$ cat config.mk
export PLATFORM = sky130hd
export DESIGN_NAME = sdd_top
export DESIGN_NICKNAME = d
export VERILOG_FILES = /design/src/sdd_pkg.sv /design/src/sdd_sync_corr.sv /design/src/sdd_top.sv
export VERILOG_INCLUDE_DIRS = /design/src /design/src/src
export SDC_FILE = /design/constraint.sdc
export NUM_CORES = 1
export LEC_CHECK = 0
export BUFFER_PORTS_ARGS = -buffer_cell sky130_fd_sc_hd__buf_2
export CORE_ASPECT_RATIO = 0.9
export CORE_UTILIZATION = 55
export DETAILED_ROUTE_END_ITERATION = 8
export PLACE_DENSITY_LB_ADDON = 0.25
export SLEW_MARGIN = 25
export SYNTH_ARGS = -nofsm -noshare
export SYNTH_HDL_FRONTEND = slang
export SYNTH_HIERARCHICAL = 1
export SYNTH_SLANG_ARGS = --single-unit
$ cat constraint.sdc
create_clock -name ref_clk -period 20.7 [get_ports ref_clk]
set_input_delay 2.07 -clock ref_clk [delete_from_list [all_inputs] [get_ports ref_clk]]
set_output_delay 2.07 -clock ref_clk [all_outputs]
set_load 0.1 [all_outputs]
$ cat src/sdd_map.svh
// Register offsets, field positions and reset values of the sync/pin block
`ifndef SDD_MAP_SVH
`define SDD_MAP_SVH

// Register offsets (4-bit address)
`define SDD_A_OPCTL   4'h0
`define SDD_A_PCFG    4'h1
`define SDD_A_PAT1    4'h2
`define SDD_A_PAT8    4'h9
`define SDD_A_MAP1    4'ha
`define SDD_A_MAP2    4'hb
`define SDD_A_STAT    4'hc

// Field positions of the operation control register
`define SDD_F_MODE    0
`define SDD_F_PKT     3
`define SDD_F_BSYNC   4

// Field positions of pattern_config_reg
`define SDD_F_SYNC_ENABLE  7
`define SDD_F_SIZE    3
`define SDD_F_TOL     0

// Field positions of the status register
`define SDD_F_MATCH   0
`define SDD_F_RXWIN   1
`define SDD_F_TXBIT   2

// Reset values
`define SDD_R_OPCTL   8'h01
`define SDD_R_PCFG    8'h98
`define SDD_R_PAT     8'h01
`define SDD_R_MAP     8'h00

`endif

$ cat src/sdd_pkg.sv
// Types shared by the sync/pin block files
package sdd_pkg;

	// Operating modes of the transceiver
	typedef enum logic [2:0] {
		SDD_SLEEP,
		SDD_STDBY,
		SDD_FS,
		SDD_TX,
		SDD_RX
	} sdd_mode_t;

	// Internal signals that a pin may carry
	typedef enum logic [4:0] {
		SRC_LOW, SRC_REF_CLOCK_OUTPUT, SRC_RSSI, SRC_DATA, SRC_DCLK,
		SRC_SYNC, SRC_RXRDY, SRC_TXRDY, SRC_TIMEOUT, SRC_AUTO,
		SRC_MODERDY, SRC_LOCK, SRC_FULL, SRC_NE, SRC_LEVEL,
		SRC_CRC, SRC_PAYLOAD, SRC_SENT
	} sdd_src_t;

	// Status levels from the rest of the radio, same clock
	typedef struct packed {
		logic mode_settled;
		logic auto_sequence_active;
		logic synth_locked;
		logic receiver_ready;
		logic transmitter_ready;
		logic rssi_hit;
		logic timeout_hit;
		logic ref_clock_output;
		logic queue_full;
		logic queue_has_data;
		logic queue_above_threshold;
		logic checksum_pass;
		logic payload_available;
		logic packet_done;
		logic ph_tx_bit;
	} sdd_stat_t;

	// Register port request
	typedef struct packed {
		logic [3:0] addr;
		logic [7:0] wdata;
		logic       wr;
		logic       rd;
	} sdd_req_t;

endpackage

$ cat src/sdd_sync_corr.sv
// Sync pattern correlator: shift register, masked compare, error count
`timescale 1ns/1ps
`default_nettype none
module sdd_sync_corr
	import sdd_pkg::*;
(
	// Clock and reset
	input  wire logic        ref_clk,
	input  wire logic        srst,
	// Bit stream
	input  wire logic        en,
	input  wire logic        bit_vld,
	input  wire logic        bit_in,
	// Pattern setup
	input  wire logic [63:0] pattern,
	input  wire logic [2:0]  size,
	input  wire logic [2:0]  tol,
	// Result
	output logic             hit
);
	logic [63:0] shreg_r;   // Newest bit in bit 0
	logic [6:0]  fill_r;    // Bits seen since enable, saturating
	logic [63:0] pat_al;    // Pattern right aligned to its length
	logic [63:0] diff;      // Mismatch per compared bit
	logic [6:0]  nbits;     // Pattern length in bits
	logic [6:0]  errs;      // Mismatch count
	logic        vld_d;     // New bit shifted in last cycle

	assign nbits  = {1'b0, size, 3'h0} + 7'h08;
	// Earliest bit meets bit 7 of the first byte
	assign pat_al = pattern >> (7'h40 - nbits);

	// Per-bit compare, masked to the programmed length
	genvar g;
	generate
		for (g = 0; g < 64; g++) begin : g_cmp
			assign diff[g] = (shreg_r[g] ^ pat_al[g]) & (g < nbits);
		end
	endgenerate

	// Count mismatches
	always_comb begin
		errs = 7'h00;
		for (int i = 0; i < 64; i++) begin
			errs = errs + {6'h00, diff[i]};
		end
	end

	// Shift in each received bit; cleared while disabled
	always_ff @(posedge ref_clk) begin
		if (srst || !en) begin
			shreg_r <= 64'h0;
			fill_r  <= 7'h00;
		end else if (bit_vld) begin
			shreg_r <= {shreg_r[62:0], bit_in};
			if (fill_r != 7'h40) begin
				fill_r <= fill_r + 7'h01;
			end
		end
	end

	// Match once a full pattern is in and errors are tolerable
	always_ff @(posedge ref_clk) begin
		if (srst || !en) begin
			vld_d <= 1'b0;
			hit   <= 1'b0;
		end else begin
			vld_d <= bit_vld;
			// Judged only on a fresh bit: a stale match must not
			// keep setting the flag against its clears
			hit   <= vld_d && (fill_r >= nbits)
				&& (errs <= {4'h0, tol});
		end
	end

	AST_TOL_LIMIT: assert property (@(posedge ref_clk) disable iff (srst)
		hit |-> ($past(errs) <= {4'h0, $past(tol)}))
		else $error("Match declared with too many errors");
	AST_NO_MATCH_OFF: assert property (@(posedge ref_clk) disable iff (srst)
		!$past(en) |-> !hit)
		else $error("Match while recognition disabled");
endmodule
`default_nettype wire

$ cat src/sdd_top.sv
// Sync recognition, pin function routing and continuous-mode data path
//
// The implementer's own choices: the register offsets and strobed register access.
`timescale 1ns/1ps
`default_nettype none
`include "sdd_map.svh"
module sdd_top
	import sdd_pkg::*;
(
	// Clock and reset
	input  wire logic        ref_clk,
	input  wire logic        srst,
	// Register port
	input  wire sdd_req_t    req,
	output logic [7:0]       rd_data,
	// Modem and radio status
	input  wire logic        bit_clk_in,
	input  wire logic        demod_raw,
	input  wire sdd_stat_t   stat,
	// Toward modulator and packet handler
	output logic             tx_mod_data,
	output logic             tx_bit_vld,
	output logic             sync_match_flag,
	output logic [63:0]      sync_tx_pattern,
	output logic [2:0]       sync_tx_size,
	// General purpose pins
	output logic             io_pin_0,
	output logic             io_pin_1,
	input  wire logic        io_pin_2_i,
	output logic             io_pin_2_o,
	output logic             io_pin_2_oe,
	output logic             io_pin_3,
	output logic             io_pin_4,
	output logic             io_pin_5
);
	logic [7:0]  opctl_r;          // Mode, data mode, synchronizer
	logic [7:0]  pattern_config_reg;
	logic [63:0] pat_r;            // sync_pattern_value
	logic [7:0]  pin_function_map_1;
	logic [7:0]  pin_function_map_2;
	logic [7:0]  rd_data_r;
	sdd_mode_t   mode;
	logic        pkt;              // Packet data mode
	logic        bsync;            // Synchronizer enable in continuous
	logic        is_rx;
	logic        is_tx;
	logic [11:0] codes;            // Two bits per pin, pin 0 lowest
	logic        sync_enable;
	logic        corr_en;
	logic        corr_hit;
	logic        flag_r;

	// Field pick-apart
	assign mode  = sdd_mode_t'(opctl_r[`SDD_F_MODE +: 3]);
	assign pkt   = opctl_r[`SDD_F_PKT];
	assign bsync = opctl_r[`SDD_F_BSYNC];
	assign is_rx = (mode == SDD_RX);
	assign is_tx = (mode == SDD_TX);
	assign sync_enable = pattern_config_reg[`SDD_F_SYNC_ENABLE];
	assign codes = {pin_function_map_2[5:4], pin_function_map_2[7:6],
		pin_function_map_1[1:0], pin_function_map_1[3:2],
		pin_function_map_1[5:4], pin_function_map_1[7:6]};

	// Register writes
	always_ff @(posedge ref_clk) begin
		if (srst) begin
			opctl_r            <= `SDD_R_OPCTL;
			pattern_config_reg <= `SDD_R_PCFG;
			pat_r              <= {8{`SDD_R_PAT}};
			pin_function_map_1 <= `SDD_R_MAP;
			pin_function_map_2 <= `SDD_R_MAP;
		end else if (req.wr) begin
			case (req.addr)
				`SDD_A_OPCTL: opctl_r <= req.wdata;
				`SDD_A_PCFG: pattern_config_reg <= req.wdata;
				`SDD_A_MAP1: pin_function_map_1 <= req.wdata;
				`SDD_A_MAP2: pin_function_map_2 <= req.wdata;
				default: begin
					// Byte n of the pattern, first byte on top
					if (req.addr >= `SDD_A_PAT1 && req.addr <= `SDD_A_PAT8) begin
						pat_r[8*(4'h9 - req.addr) +: 8] <= req.wdata;
					end
				end
			endcase
		end
	end

	// Pattern and length go to the transmit packet builder too
	assign sync_tx_pattern = pat_r;
	assign sync_tx_size    = pattern_config_reg[`SDD_F_SIZE +: 3];

	// Link clock and pin input synchronisers
	logic bclk_m, bclk_s, bclk_d;
	logic raw_m, raw_s;
	logic d2_m, d2_s;
	logic bclk_rise, bclk_fall;

	// Two flops each, plus a third on the bit clock for edge detect; the first stage feeds only the second
	always_ff @(posedge ref_clk) begin
		if (srst) begin
			{bclk_m, bclk_s, bclk_d} <= 3'h0;
			{raw_m, raw_s}           <= 2'h0;
			{d2_m, d2_s}             <= 2'h0;
		end else begin
			bclk_m <= bit_clk_in;
			bclk_s <= bclk_m;
			bclk_d <= bclk_s;
			raw_m  <= demod_raw;
			raw_s  <= raw_m;
			d2_m   <= io_pin_2_i;
			d2_s   <= d2_m;
		end
	end

	assign bclk_rise = bclk_s & ~bclk_d;
	assign bclk_fall = ~bclk_s & bclk_d;

	// Recognition runs in receive, needs synchronizer unless packet mode
	assign corr_en = sync_enable && is_rx && (pkt || bsync);

	sdd_sync_corr u_corr (
		.ref_clk (ref_clk),
		.srst    (srst),
		.en      (corr_en),
		.bit_vld (bclk_rise),
		.bit_in  (raw_s),
		.pattern (pat_r),
		.size    (pattern_config_reg[`SDD_F_SIZE +: 3]),
		.tol     (pattern_config_reg[`SDD_F_TOL +: 3]),
		.hit     (corr_hit)
	);

	// Queue emptied is the fall of its has-data level
	logic qne_d;
	always_ff @(posedge ref_clk) begin
		if (srst) begin
			qne_d <= 1'b0;
		end else begin
			qne_d <= stat.queue_has_data;
		end
	end

	// Match flag: a hit wins over a clear in the same cycle
	always_ff @(posedge ref_clk) begin
		if (srst) begin
			flag_r <= 1'b0;
		end else if (corr_hit) begin
			flag_r <= 1'b1;
		end else if (!is_rx || (qne_d && !stat.queue_has_data)) begin
			flag_r <= 1'b0;
		end
	end
	assign sync_match_flag = flag_r;

	// Packet receive data window between ready and payload rises
	logic rdy_d, pay_d, win_r;
	always_ff @(posedge ref_clk) begin
		if (srst) begin
			rdy_d <= 1'b0;
			pay_d <= 1'b0;
			win_r <= 1'b0;
		end else begin
			rdy_d <= stat.receiver_ready;
			pay_d <= stat.payload_available;
			if (stat.payload_available && !pay_d) begin
				win_r <= 1'b0;
			end else if (stat.receiver_ready && !rdy_d) begin
				win_r <= 1'b1;
			end
		end
	end

	// Cleaned receive bit, changed only on the clock's falling edge
	logic clean_r;
	always_ff @(posedge ref_clk) begin
		if (srst) begin
			clean_r <= 1'b0;
		end else if (bclk_fall) begin
			clean_r <= raw_s;
		end
	end

	// Continuous transmit: data pin taken at the bit clock rise
	always_ff @(posedge ref_clk) begin
		if (srst) begin
			tx_mod_data <= 1'b0;
			tx_bit_vld  <= 1'b0;
		end else begin
			tx_bit_vld <= !pkt && is_tx && bclk_rise;
			if (!pkt && is_tx && bclk_rise) begin
				tx_mod_data <= d2_s;
			end
		end
	end

	// Function chosen for one pin from its code, mode and data mode
	function automatic sdd_src_t pin_src(input int pin, input logic [1:0] c,
			input sdd_mode_t m, input logic p);
		logic rx, tx, fs, sl;
		sdd_src_t s;
		rx = (m == SDD_RX);
		tx = (m == SDD_TX);
		fs = (m == SDD_FS);
		sl = (m == SDD_SLEEP);
		s  = SRC_LOW;
		case (pin)
			0: begin
				if (p) begin
					case (c)
						2'h0: s = rx ? SRC_CRC : tx ? SRC_SENT : SRC_LOW;
						2'h1: s = rx ? SRC_PAYLOAD : tx ? SRC_TXRDY : SRC_LOW;
						2'h2: s = rx ? SRC_SYNC : SRC_LOW;
						default: s = rx ? SRC_RSSI : (fs | tx) ? SRC_LOCK : SRC_LOW;
					endcase
				end else begin
					case (c)
						2'h0: s = rx ? SRC_SYNC : (fs | tx) ? SRC_LOCK : SRC_LOW;
						2'h1: s = rx ? SRC_TIMEOUT : tx ? SRC_TXRDY : SRC_LOW;
						2'h2: s = rx ? SRC_RSSI : SRC_LOW;
						default: s = SRC_MODERDY;
					endcase
				end
			end
			1: begin
				if (p) begin
					case (c)
						2'h0: s = SRC_LEVEL;
						2'h1: s = SRC_FULL;
						2'h2: s = SRC_NE;
						default: s = rx ? SRC_TIMEOUT : (fs | tx) ? SRC_LOCK : SRC_LOW;
					endcase
				end else begin
					case (c)
						2'h0: s = (rx | tx) ? SRC_DCLK : SRC_LOW;
						2'h1: s = rx ? SRC_RXRDY : tx ? SRC_TXRDY : SRC_LOW;
						2'h2: s = SRC_LOW;
						default: s = rx ? SRC_SYNC : (fs | tx) ? SRC_LOCK : SRC_LOW;
					endcase
				end
			end
			2: begin
				if (p) begin
					case (c)
						2'h0: s = SRC_NE;
						2'h1: s = (rx | tx) ? SRC_DATA : SRC_LOW;
						2'h2: s = SRC_LOW;
						default: s = SRC_AUTO;
					endcase
				end else begin
					s = (rx | tx) ? SRC_DATA : SRC_LOW;
				end
			end
			3: begin
				if (p) begin
					case (c)
						2'h0: s = SRC_FULL;
						2'h1: s = rx ? SRC_RSSI : tx ? SRC_TXRDY : SRC_LOW;
						2'h2: s = rx ? SRC_SYNC : SRC_LOW;
						default: s = (fs | rx | tx) ? SRC_LOCK : SRC_LOW;
					endcase
				end else begin
					case (c)
						2'h0: s = rx ? SRC_RSSI : tx ? SRC_TXRDY : SRC_LOW;
						2'h1: s = rx ? SRC_RXRDY : tx ? SRC_TXRDY : SRC_LOW;
						2'h2: s = SRC_AUTO;
						default: s = rx ? SRC_TIMEOUT : tx ? SRC_TXRDY : SRC_LOW;
					endcase
				end
			end
			5: begin
				case (c)
					2'h0: s = sl ? SRC_LOW : SRC_REF_CLOCK_OUTPUT;
					2'h1: s = p ? ((rx | tx) ? SRC_DATA : SRC_LOW)
						: rx ? SRC_RSSI : tx ? SRC_REF_CLOCK_OUTPUT : SRC_LOW;
					2'h2: s = SRC_LOW;
					default: s = SRC_MODERDY;
				endcase
			end
			default: s = SRC_LOW;
		endcase
		return s;
	endfunction

	// Level of the data signal for the present data mode
	logic data_lvl;
	logic dclk_lvl;
	always_comb begin
		if (pkt) begin
			data_lvl = is_tx ? stat.ph_tx_bit : (win_r & clean_r);
		end else begin
			data_lvl = bsync ? clean_r : raw_s;
		end
		// No clock in receive without the synchronizer
		dclk_lvl = (is_rx && !bsync) ? 1'b0 : bclk_s;
	end

	// Per-pin selection and output flop; each pin decodes alone
	logic [5:0] pin_q;
	genvar p;
	generate
		for (p = 0; p < 6; p++) begin : g_pin
			sdd_src_t src;
			assign src = pin_src(p, codes[2*p +: 2], mode, pkt);
			always_ff @(posedge ref_clk) begin
				if (srst) begin
					pin_q[p] <= 1'b0;
				end else begin
					case (src)
						SRC_REF_CLOCK_OUTPUT:  pin_q[p] <= stat.ref_clock_output;
						SRC_RSSI:    pin_q[p] <= stat.rssi_hit;
						SRC_DATA:    pin_q[p] <= data_lvl;
						SRC_DCLK:    pin_q[p] <= dclk_lvl;
						SRC_SYNC:    pin_q[p] <= flag_r;
						SRC_RXRDY:   pin_q[p] <= stat.receiver_ready;
						SRC_TXRDY:   pin_q[p] <= stat.transmitter_ready;
						SRC_TIMEOUT: pin_q[p] <= stat.timeout_hit;
						SRC_AUTO:    pin_q[p] <= stat.auto_sequence_active;
						SRC_MODERDY: pin_q[p] <= stat.mode_settled;
						SRC_LOCK:    pin_q[p] <= stat.synth_locked;
						SRC_FULL:    pin_q[p] <= stat.queue_full;
						SRC_NE:      pin_q[p] <= stat.queue_has_data;
						SRC_LEVEL:   pin_q[p] <= stat.queue_above_threshold;
						SRC_CRC:     pin_q[p] <= stat.checksum_pass;
						SRC_PAYLOAD: pin_q[p] <= stat.payload_available;
						SRC_SENT:    pin_q[p] <= stat.packet_done;
						default:     pin_q[p] <= 1'b0;
					endcase
				end
			end
		end
	endgenerate

	// Data pin turns to input during continuous transmit
	always_ff @(posedge ref_clk) begin
		if (srst) begin
			io_pin_2_oe <= 1'b0;
		end else begin
			io_pin_2_oe <= !(!pkt && is_tx);
		end
	end

	assign io_pin_0   = pin_q[0];
	assign io_pin_1   = pin_q[1];
	assign io_pin_2_o = pin_q[2];
	assign io_pin_3   = pin_q[3];
	assign io_pin_4   = pin_q[4];
	assign io_pin_5   = pin_q[5];

	// Read data in the cycle after the strobe, zero otherwise
	always_ff @(posedge ref_clk) begin
		if (srst || !req.rd) begin
			rd_data_r <= 8'h00;
		end else begin
			case (req.addr)
				`SDD_A_OPCTL: rd_data_r <= opctl_r;
				`SDD_A_PCFG: rd_data_r <= pattern_config_reg;
				`SDD_A_MAP1: rd_data_r <= pin_function_map_1;
				`SDD_A_MAP2: rd_data_r <= pin_function_map_2;
				`SDD_A_STAT: rd_data_r <= {5'h00, tx_mod_data, win_r, flag_r};
				default: begin
					if (req.addr >= `SDD_A_PAT1 && req.addr <= `SDD_A_PAT8) begin
						rd_data_r <= pat_r[8*(4'h9 - req.addr) +: 8];
					end else begin
						rd_data_r <= 8'h00;
					end
				end
			endcase
		end
	end
	assign rd_data = rd_data_r;

	AST_CONT_NEEDS_BSYNC: assert property (@(posedge ref_clk) disable iff (srst)
		$rose(flag_r) |-> $past(pkt || bsync, 2))
		else $error("Match in continuous mode without synchronizer");
	AST_CLEAR_OUT_RX: assert property (@(posedge ref_clk) disable iff (srst)
		(!is_rx)[*3] |=> !flag_r)
		else $error("Match flag kept outside receive");
	AST_PKT_FULL_PIN: assert property (@(posedge ref_clk) disable iff (srst)
		(pkt && codes[7:6] == 2'h0) |=> io_pin_3 == $past(stat.queue_full))
		else $error("Queue full not routed to pin 3");
	AST_CONT_TX_IN: assert property (@(posedge ref_clk) disable iff (srst)
		(!pkt && is_tx) |=> !io_pin_2_oe)
		else $error("Data pin driven during continuous transmit");
	AST_TX_SAMPLE: assert property (@(posedge ref_clk) disable iff (srst)
		(!pkt && is_tx && bclk_rise) |=> tx_bit_vld && tx_mod_data == $past(d2_s))
		else $error("Transmit bit not taken at clock rise");
	AST_RAW_NO_CLK: assert property (@(posedge ref_clk) disable iff (srst)
		(!pkt && is_rx && !bsync && codes[3:2] == 2'h0)
		|=> !io_pin_1 && io_pin_2_o == $past(raw_s))
		else $error("Raw receive path wrong");
	AST_FALL_ONLY: assert property (@(posedge ref_clk) disable iff (srst)
		!$past(bclk_fall) |-> $stable(clean_r))
		else $error("Clean data moved off the falling edge");
	AST_WIN_GATE: assert property (@(posedge ref_clk) disable iff (srst)
		(pkt && is_rx && !win_r && codes[5:4] == 2'h1) |=> !io_pin_2_o)
		else $error("Data shown outside receive window");
	AST_UNUSED_LOW: assert property (@(posedge ref_clk) disable iff (srst)
		(codes[11:10] == 2'h2) |=> !io_pin_5)
		else $error("Unassigned code not low");
endmodule
`default_nettype wire

==> results of run 1 <==
[kinds of logic after synthesis]
logic type | count (synthesis) | synth area share
AO/OA/AOI/OAI | 304 | 0.135
XOR/XNOR | 44 | 0.0268
adder cells (fa/ha/maj) | 99 | 0.112
buffers and inverters | 210 | 0.0665
flip-flops | 198 | 0.270
multiplexers | 228 | 0.194
other | 1 | 0.000255
AND/OR/NAND/NOR | 577 | 0.195
[per-stage QoR]
| stage | setup WS [ns] | hold slack [ns] | instances | utilization | power (mW) |
|---|---|---|---|---|---|
| global route | 10.50 | 0.459 | 2046 | 0.603 | 0.873 |
| CTS | 11.12 | 0.433 | 2046 | 0.603 | 0.844 |
| floorplan | 12.28 | 0.413 | 1661 | - | 0.480 |
| finish | 11.06 | 0.430 | 2046 | 0.603 | 0.842 |
| detailed placement | 11.16 | 0.426 | 2014 | 0.580 | 0.507 |
| global placement | 11.22 | 0.416 | 2014 | 0.580 | 0.503 |
[synth_stat cells, types with 9 or more instances]
master	count	share of area
nand2b_1	19	0.0081
dfxtp_1	198	0.27
or3b_1	13	0.0078
mux2_2	47	0.036
clkbuf_1	63	0.016
nor2b_1	29	0.012
buf_2	27	0.0092
and2_1	14	0.0060
nand2_1	151	0.039
nor4_1	9	0.0038
nor3_1	19	0.0065
a21oi_1	108	0.037
and3_1	9	0.0038
nand3_1	47	0.016
xor2_1	26	0.016
ha_1	45	0.038
buf_4	14	0.0072
o211ai_1	15	0.0077
mux2i_1	139	0.095
a31oi_1	17	0.0072
or3_1	30	0.013
nor2_1	169	0.043
fa_1	54	0.074
o21a_1	12	0.0061
o21ai_0	51	0.017
inv_1	89	0.023
buf_6	11	0.0084
nand4_1	18	0.0077
a22oi_1	22	0.011
xnor2_1	17	0.010
mux4_2	41	0.063
nor3b_1	12	0.0061
[how the worst max path moves through the flow]
stage,to,cells past startpoint,startpoint
floorplan,u_corr/hit,32,pattern_config_reg[3]
global placement,u_corr/hit,29,pattern_config_reg[3]
detailed placement,u_corr/hit,29,pattern_config_reg[3]
CTS,u_corr/hit,29,pattern_config_reg[3]
global route,u_corr/hit,29,pattern_config_reg[3]
finish,u_corr/hit,29,pattern_config_reg[3]
[per-layer routing]
layer	wire length [um]	track usage	vias to the layer above	part of all wire
met5	0	0	-	0
met4	1780	0.136	0	0.040
met3	4720	0.0647	132	0.11
met2	19300	0.510	793	0.43
met1	18900	0.463	6321	0.42
li1	-	-	5900	-
[area by class of cell]
type                    instances  area (um2)  share of cell area
multi-input cells            1253        9770               0.620
flip-flops and latches        198        3970               0.252
well taps                     348         435              0.0276
clock buffers                  20         457              0.0290
repair buffers                126         656              0.0416
inverters                      89         334              0.0212
clock inverters                12         133             0.00842
[power groups by stage]
stage	Sequential (mW)	Clock [mW]	Combinational [mW]
after CTS	0.386	0.346	0.113
after floorplan	0.398	0	0.0823
after global routing	0.386	0.361	0.126
after global placement	0.395	0	0.108
final	0.386	0.342	0.114
after detailed placement	0.395	0	0.112
[worst max-delay path, delay by kind of cell (launching register included)]
family                   cells  cell delay (ns)
AO/OA/AOI/OAI                4             0.88
XOR/XNOR                     1             0.17
adder cells (fa/ha/maj)     12             5.78
buffers and inverters        7             1.49
flip-flops                   1             0.32
AND/OR/NAND/NOR              5             0.85
==> summary.md, run 1 <==
| Metric | Value |
|---|---|
| Status | complete, no violations |
| Worst IR Drop VDD | 59.7 uV |
| Starting Density | 0.562 |
| Port bufs | 117 |
| Critical path arrival | 10.03 ns |
| Die ar. | 0.0274 mm2 |
| Slowest CP cell | buf_4 |
| Fin. Hold Viols | 0 |
| Total GRT Usage | 0.334 |
| Gpl congestion | 0.955 |
| Routed len/inst | 21.8 um |
| Commonest non-fill, non-tap cell in the layout | dfxtp_1 |
| Most used cell, CP | fa_1 |
| Post-CTS sizing | 0 |
| Number of DRC markers in iteration 0 | 1690 |
| Area post-placement | 0.0152 mm2 |
| Most frequent cells in the layout | dfxtp_1, nor2_1, nand2_1 |
| Worst-path clk slew | 0.08 ns |
| Worst relative slew slack | 0.312 |
| CTS Buf Count | 17 |
| Vias in the first global route | 12300 |
| DPL Wire Length | 32.3 mm |
| Unrepaired setup endpoints after global routing | false |
| Antenna violations before repair | 0 |
| Crit path kind | reg2reg |
| Worst Reg-to-Reg Cells | 29 |
| Number of H-tree levels | 4 |
| Hold path cells | 1 |
| Synthesized net count | 1794 |
| # diodes | 0 |
| Reg power frac | 0.458 |
| Worst setup EP type | flop |
| Count of state elements after synthesis | 198 |
| Post-route cell area | 0.0158 mm2 |
| Max-slew violations | 0 |
| Clk_lat worst skew | 0.45 ns |
| Post-Syn Area | 0.0147 mm2 |
| Syn_area_per_cell | 8.84 um2 |
| Setup_tns | 0 ns |
| Tcrit/Tclk final | 0.466 |
| Synthesis-to-finish area growth | 7.29% |
| Main synth FF type | dfxtp_1 |
| Global-route wire length before repair | 70.4 mm |
| Vias per cell | 6.43 |
| Pre-Repair DR Iteration Count | 6 |
| Vias | 13100 |
| CTS max path bufs | 2 |
| Post-CTS Hold Buffers | 0 |
| Post-synth ARST share | 0 |
| Largest net degree at the start of global routing | 79 |
| Hold Crit Endpoint | raw_s |
| Fmax | 0.104 GHz |
| Nets | 1818 |
| Clk_skew | 0.0111 ns |
| CTS tree | done |
| EDFF count, synth | 0 |
| Synthesized instance count | 1661 |
| Remaining Overflow, GRT | 0 |
| Antenna-violating nets left | 0 |
| Tightest Pin Transition | 1.03 ns |
| Final Critical Period | 9.64 ns |
| RR Endpoint | u_corr/hit |
| Site Rows | 56 |
| Final setup fails | 0 |
| Share of layout cells above drive strength 1 | 0.161 |
| Root Driver | clkbuf_16 |
| Post-CTS setup buffers | 0 |
| Slowest stage delay, CP | 0.71 ns |
| Io pins | 119 |
| Die outline width | 174 um |
| Filler cells | 2268 |
| CP required | 21.09 ns |
| CP startpoint kind | flop |
| RR Startpoint | pattern_config_reg[3] |
| Overall die height | 157 um |
| Synth unique cells | 83 |
| Part of the power in combinational logic | 0.136 |
| PwrDens | 53.4 mW/mm2 |
| Switching pwr | 240 uW |
| CP Max Fanout | 69 |
| YS warnings | 6 |
| Core region area | 0.0261 mm2 |
| Leakage | 6.21 nW |
| Max Cap Viol | 0 |
| Hold WC Path Type | reg2reg |
| Register area share after synthesis | 0.270 |
| # DRC | 0 |
| CTS sink count | 198 |
| Aggregate routed wire length | 44.7 mm |
| Switching Fraction | 0.286 |
| Clock Power Share | 0.406 |
| R2r setup slk | 11.06 ns |
| Power Internal | 601 uW |
| Min-delay src | raw_m |
(Power assumes the default switching activity.)
==> run 2, diff against run 1 <==
==> constraint.sdc (replaced) <==
create_clock -name ref_clk -period 9.1 [get_ports ref_clk]
set_input_delay 0.91 -clock ref_clk [delete_from_list [all_inputs] [get_ports ref_clk]]
set_output_delay 0.91 -clock ref_clk [all_outputs]
set_load 0.1 [all_outputs]
==> run 2 against run 1 <==
Against the previous run: combinational power grew 140%; sequential cell count is the same; count of clock-buffer cells in the layout shrank 2; first-iteration DRC count shrank 5.8%.
==> summary.md, run 2 (synthesis results as in run 1) <==
| Metric | Value |
|---|---|
| Status | complete, no violations (unchanged) |
| Post-route cell area | 0.0159 mm2 (was 0.0158 mm2) |
| Global-route wire length before repair | 70.2 mm (was 70.4 mm) |
| Max-slew violations | 0 (unchanged) |
| Aggregate routed wire length | 45.1 mm (was 44.7 mm) |
| Fin. Hold Viols | 0 (unchanged) |
| Worst Reg-to-Reg Cells | 26 (was 29) |
| CP startpoint kind | flop (unchanged) |
| RR Startpoint | pattern_config_reg[3] (unchanged) |
| Max Cap Viol | 0 (unchanged) |
| Tcrit/Tclk final | 0.960 (was 0.466) |
| # diodes | 0 (unchanged) |
| CTS sink count | 198 (unchanged) |
| Clk_skew | 0.0140 ns (was 0.0111 ns) |
| Most frequent cells in the layout | dfxtp_1, nor2_1, nand2_1 (unchanged) |
| Hold path cells | 1 (unchanged) |
| Remaining Overflow, GRT | 0 (unchanged) |
| Crit path kind | reg2reg (unchanged) |
| Unrepaired setup endpoints after global routing | false (unchanged) |
| Tightest Pin Transition | 1.05 ns (was 1.03 ns) |
| DPL Wire Length | 32.5 mm (was 32.3 mm) |
| Io pins | 119 (unchanged) |
| Post-CTS setup buffers | 0 (unchanged) |
| CTS tree | done (unchanged) |
| Commonest non-fill, non-tap cell in the layout | dfxtp_1 (unchanged) |
| # DRC | 0 (unchanged) |
| Number of H-tree levels | 4 (unchanged) |
| Starting Density | 0.562 (unchanged) |
| Fin cells | 2059 (was 2046) |
| Fmax | 0.114 GHz (was 0.104 GHz) |
| Cells after DPL | 2026 (was 2014) |
| Worst setup EP type | flop (unchanged) |
| Final Critical Period | 8.73 ns (was 9.64 ns) |
| CP Max Fanout | 32 (was 69) |
| Core region area | 0.0261 mm2 (unchanged) |
| Leakage | 6.29 nW (was 6.21 nW) |
| Critical path arrival | 9.12 ns (was 10.03 ns) |
| Routed len/inst | 21.9 um (was 21.8 um) |
| Total GRT Usage | 0.332 (was 0.334) |
| Antenna-violating nets left | 0 (unchanged) |
| Setup_tns | 0 ns (unchanged) |
| Synthesis-to-finish area growth | 8.22% (was 7.29%) |
| Port bufs | 117 (unchanged) |
| CP required | 9.48 ns (was 21.09 ns) |
| Worst relative slew slack | 0.301 (was 0.312) |
| Antenna violations before repair | 1 (was 0) |
| Area post-placement | 0.0153 mm2 (was 0.0152 mm2) |
| Final core utilization | 0.608 (was 0.603) |
| Nets | 1831 (was 1818) |
| Die outline width | 174 um (unchanged) |
| Vias per cell | 6.36 (was 6.43) |
| Clk_lat worst skew | 0.45 ns (about the same) |
| Min-delay src | bclk_m (was raw_m) |
| PwrDens | 119 mW/mm2 (was 53.4 mW/mm2) |
| Vias | 13100 (about the same) |
| Worst IR Drop VDD | 124 uV (was 59.7 uV) |
| Root Driver | clkbuf_16 (unchanged) |
| Pre-Repair DR Iteration Count | 6 (unchanged) |
| CTS Buf Count | 17 (unchanged) |
| Worst-path clk slew | 0.08 ns (about the same) |
| Largest net degree at the start of global routing | 99 (was 79) |
| Critical path startpoint | pattern_config_reg[3] (unchanged) |
| Die ar. | 0.0274 mm2 (unchanged) |
| Vias in the first global route | 12200 (was 12300) |
| Final setup fails | 0 (unchanged) |
| Gpl congestion | 0.979 (was 0.955) |
| Worst hold margin | 0.440 ns (was 0.430 ns) |
| Share of layout cells above drive strength 1 | 0.168 (was 0.161) |
| Site Rows | 56 (unchanged) |
| Hold WC Path Type | reg2reg (unchanged) |
| Overall die height | 157 um (unchanged) |
| Number of DRC markers in iteration 0 | 1592 (was 1690) |
| CTS max path bufs | 2 (unchanged) |
-- run 2: changes by cell type in the layout (fill, tap and decap cells not counted), sizes merged --
cell	delta
buf	+13
bufinv	-1
clkbuf	-2
clkinv	+4
clkinvlp	-2
inv	+1
-- run 2: worst paths after layout --
check                                  end  slack [ns]
worst max-delay path            u_corr/hit        0.37
worst min register to register      bclk_s        0.44
worst min-delay path                bclk_s        0.44
worst max register to register  u_corr/hit        0.37
-- run 2: what timing repair did --
action                     in CTS  in global routing
hold buffers                    0                  0
setup endpoints to repair       0                  1
resized for setup               0                  1
-- run 2: power by group --
group,internal [mW],switching (mW)
sequential,0.871,0.00686
clock,0.371,0.381
combinational,0.0979,0.170
total,1.34,0.557
-- run 2: per-layer routing --
layer  part of all wire  track usage  vias up
met3               0.11       0.0829      112
met2               0.44        0.507      780
met5            0.00029            0        -
met4              0.036        0.145        2
met1               0.42        0.445     6254
li1                   -            -     5951
-- run 2: stage by stage --
stage,setup WS (ns),power (mW)
final,0.366,1.90
after global placement,0.720,1.15
after CTS,0.420,1.90
after floorplan,0.676,1.09
after global routing,0.0355,1.97
after detailed placement,0.521,1.16
-- run 2: cell type report --
class                   instances  area, um2
clock buffers                  18        439
clock inverters                14        136
inverters                      89        334
flip-flops and latches        198       3970
fillers                      2295      10200
repair buffers                139        803
multi-input cells            1253       9780
well taps                     348        435
-- run 2: worst max-delay path: stages (launching register included) --
cell     delay, ns
dfxtp_2       0.36
inv_1         0.09
ha_4          0.53
buf_12        0.23
mux4_2        0.52
a21oi_1       0.25
o21a_1        0.14
o21ai_1       0.09
fa_1          0.51
inv_1         0.07
fa_1          0.52
fa_1          0.56
fa_1          0.46
fa_1          0.57
fa_1          0.56
inv_1         0.06
fa_1          0.53
inv_1         0.06
fa_1          0.54
fa_1          0.48
fa_1          0.45
ha_1          0.30
nor2b_1       0.14
o21a_1        0.15
o21ai_0       0.22
nand4_1       0.13
a21oi_1       0.14
==> run 3, diff against run 2 <==
--- a/config.mk
+++ b/config.mk
@@ -8,7 +8,7 @@
 export LEC_CHECK = 0
 export BUFFER_PORTS_ARGS = -buffer_cell sky130_fd_sc_hd__buf_2
 export CORE_ASPECT_RATIO = 0.9
-export CORE_UTILIZATION = 55
+export CORE_UTILIZATION = 62
 export DETAILED_ROUTE_END_ITERATION = 8
 export PLACE_DENSITY_LB_ADDON = 0.25
 export SLEW_MARGIN = 25
==> run 3 against run 2 <==
Against the previous run: worst hold slack barely moved; sequential cell count unchanged; count of clock-buffer cells in the layout did not move; cell area down 0.21%; clock power up 5.5%; first-iteration DRC count is 24% higher; via count grew 1.7%; critical path depth rose by 2; sequential power is essentially flat.
==> summary.md, run 3 (synthesis results as in run 1) <==
| Metric | Value |
|---|---|
| Status | complete, no violations (unchanged) |
| Vias per cell | 6.62 (was 6.36) |
| Gpl congestion | 1.04 (was 0.979) |
| Antenna-violating nets left | 0 (unchanged) |
| Post-route cell area | 0.0159 mm2 (about the same) |
| Cells after DPL | 1979 (was 2026) |
| Port bufs | 117 (unchanged) |
| Worst relative slew slack | 0.307 (was 0.301) |
| Max-slew violations | 0 (unchanged) |
| Total power | 1.94 mW (was 1.90 mW) |
| Filler cells | 1842 (was 2295) |
| Hold WC Path Type | reg2reg (unchanged) |
| Die outline width | 164 um (was 174 um) |
| Worst-path clk slew | 0.08 ns (about the same) |
| GRT busiest layer | met2 (unchanged) |
| Setup_tns | 0 ns (unchanged) |
| Final core utilization | 0.681 (was 0.608) |
| Clk_lat worst skew | 0.46 ns (was 0.45 ns) |
| Io pins | 119 (unchanged) |
| Most used cell, CP | fa_1 (unchanged) |
| M3 GR Usage | 0.0934 (was 0.0829) |
| Die ar. | 0.0243 mm2 (was 0.0274 mm2) |
| Global-route wire length before repair | 69.4 mm (was 70.2 mm) |
| Largest net degree at the start of global routing | 104 (was 99) |
| Slowest stage delay, CP | 0.56 ns (was 0.57 ns) |
| CTS tree | done (unchanged) |
| Post-CTS sizing | 0 (unchanged) |
| # DRC | 0 (unchanged) |
| Vias in the first global route | 12200 (about the same) |
| Worst setup EP type | flop (unchanged) |
| CP required | 9.48 ns (about the same) |
| Share of layout cells above drive strength 1 | 0.167 (was 0.168) |
| Most frequent cells in the layout | dfxtp_1, nor2_1, nand2_1 (unchanged) |
| Worst hold margin | 0.440 ns (about the same) |
| Overall die height | 148 um (was 157 um) |
| CTS Buf Count | 17 (unchanged) |
| CP Max Fanout | 78 (was 32) |
| Clk_skew | 0.0176 ns (was 0.0140 ns) |
| Register Area | 0.00397 mm2 (unchanged) |
| Routed len/inst | 22.4 um (was 21.9 um) |
| CP startpoint kind | flop (unchanged) |
| Met2 GRT Util | 0.567 (was 0.507) |
| Root Driver | clkbuf_16 (unchanged) |
| Fin. Hold Viols | 0 (unchanged) |
| DPL Wire Length | 32.5 mm (about the same) |
| Critical path arrival | 9.19 ns (was 9.12 ns) |
| Final setup fails | 0 (unchanged) |
| PwrDens | 122 mW/mm2 (was 119 mW/mm2) |
| Total GRT Usage | 0.375 (was 0.332) |
| Crit path kind | reg2reg (unchanged) |
| Worst IR Drop VDD | 92.3 uV (was 124 uV) |
| CTS max path bufs | 2 (unchanged) |
| Starting Density | 0.631 (was 0.562) |
| M1 GR Usage | 0.508 (was 0.445) |
| Area post-placement | 0.0152 mm2 (was 0.0153 mm2) |
| Leakage | 6.30 nW (was 6.29 nW) |
| Unrepaired setup endpoints after global routing | false (unchanged) |
| Tightest Pin Transition | 1.04 ns (was 1.05 ns) |
| Core region area | 0.0233 mm2 (was 0.0261 mm2) |
| Setup ws final | 0.293 ns (was 0.366 ns) |
| Antenna violations before repair | 0 (was 1) |
| Nets | 1829 (was 1831) |
| Number of DRC markers in iteration 0 | 1967 (was 1592) |
| Number of H-tree levels | 4 (unchanged) |
| Fin cells | 2011 (was 2059) |
| Post-CTS Hold Buffers | 0 (unchanged) |
| Final Critical Period | 8.81 ns (was 8.73 ns) |
| Slowest CP cell | fa_1 (unchanged) |
| Remaining Overflow, GRT | 0 (unchanged) |
| # diodes | 0 (unchanged) |
| Commonest non-fill, non-tap cell in the layout | dfxtp_1 (unchanged) |
| CTS sink count | 198 (unchanged) |
| Synthesis-to-finish area growth | 7.99% (was 8.22%) |
| Worst Setup Slack post-DPL | 0.422 ns (was 0.521 ns) |
| Post-CTS setup buffers | 0 (unchanged) |
| Pre-Repair DR Iteration Count | 7 (was 6) |
| Max Cap Viol | 0 (unchanged) |
| Tcrit/Tclk final | 0.968 (was 0.960) |
| Vias | 13300 (was 13100) |
| Fmax | 0.114 GHz (about the same) |
| Area of the multi-input gates | 0.00977 mm2 (was 0.00978 mm2) |
| Aggregate routed wire length | 45.1 mm (about the same) |
| Site Rows | 53 (was 56) |
==> run 3: cell count changes in the layout (fill, tap and decap cells not counted) <==
| cell | previous run | this run |
|---|---|---|
| buf_4 | 19 | 16 |
| clkinv_8 | 2 | 5 |
| clkinv_2 | 2 | 0 |
| clkinv_4 | 2 | 0 |
| buf_6 | 0 | 1 |
| ha_1 | 43 | 44 |
| ha_2 | 1 | 0 |
| inv_12 | 0 | 1 |
==> run 3: path summary, 6_finish.rpt <==
path | depth (start not counted) | slack [ns] | endpoint | startpoint
setup reg to reg | 28 | 0.29 | u_corr/hit | pattern_config_reg[3]
hold reg to reg | 1 | 0.44 | bclk_s | bclk_m
setup / recovery | 28 | 0.29 | u_corr/hit | pattern_config_reg[3]
hold / removal | 1 | 0.44 | bclk_s | bclk_m
==> run 3: routing by layer <==
metal	share of wire	vias up
li1	-	5944
met1	0.40	6296
met2	0.43	898
met3	0.12	183
met4	0.042	0
met5	0	-
==> run 3: area by class of cell <==
cell class	instances	share of cell area
Sequential cell	198	0.250
Clock buffer	18	0.0277
Inverter	89	0.0211
Timing Repair Buffer	137	0.0499
Multi-Input combinational cell	1253	0.616
Tap cell	302	0.0238
Clock inverter	14	0.0110
==> run 3: power by group <==
part           leakage [nW]  internal, mW  switching [mW]
clock network         0.295         0.382           0.411
registers              1.60         0.871         0.00674
logic                  4.41        0.0979           0.169
==> run 3: critical path, delay by kind of cell (launching register included) <==
kind                       cells  cell delay, ns
DFF                            1            0.36
and+or+nand+nor                5            0.86
adders and majority gates     12            5.67
AOI/OAI and AO/OA              5            0.95
buffers and inverters          6            0.83
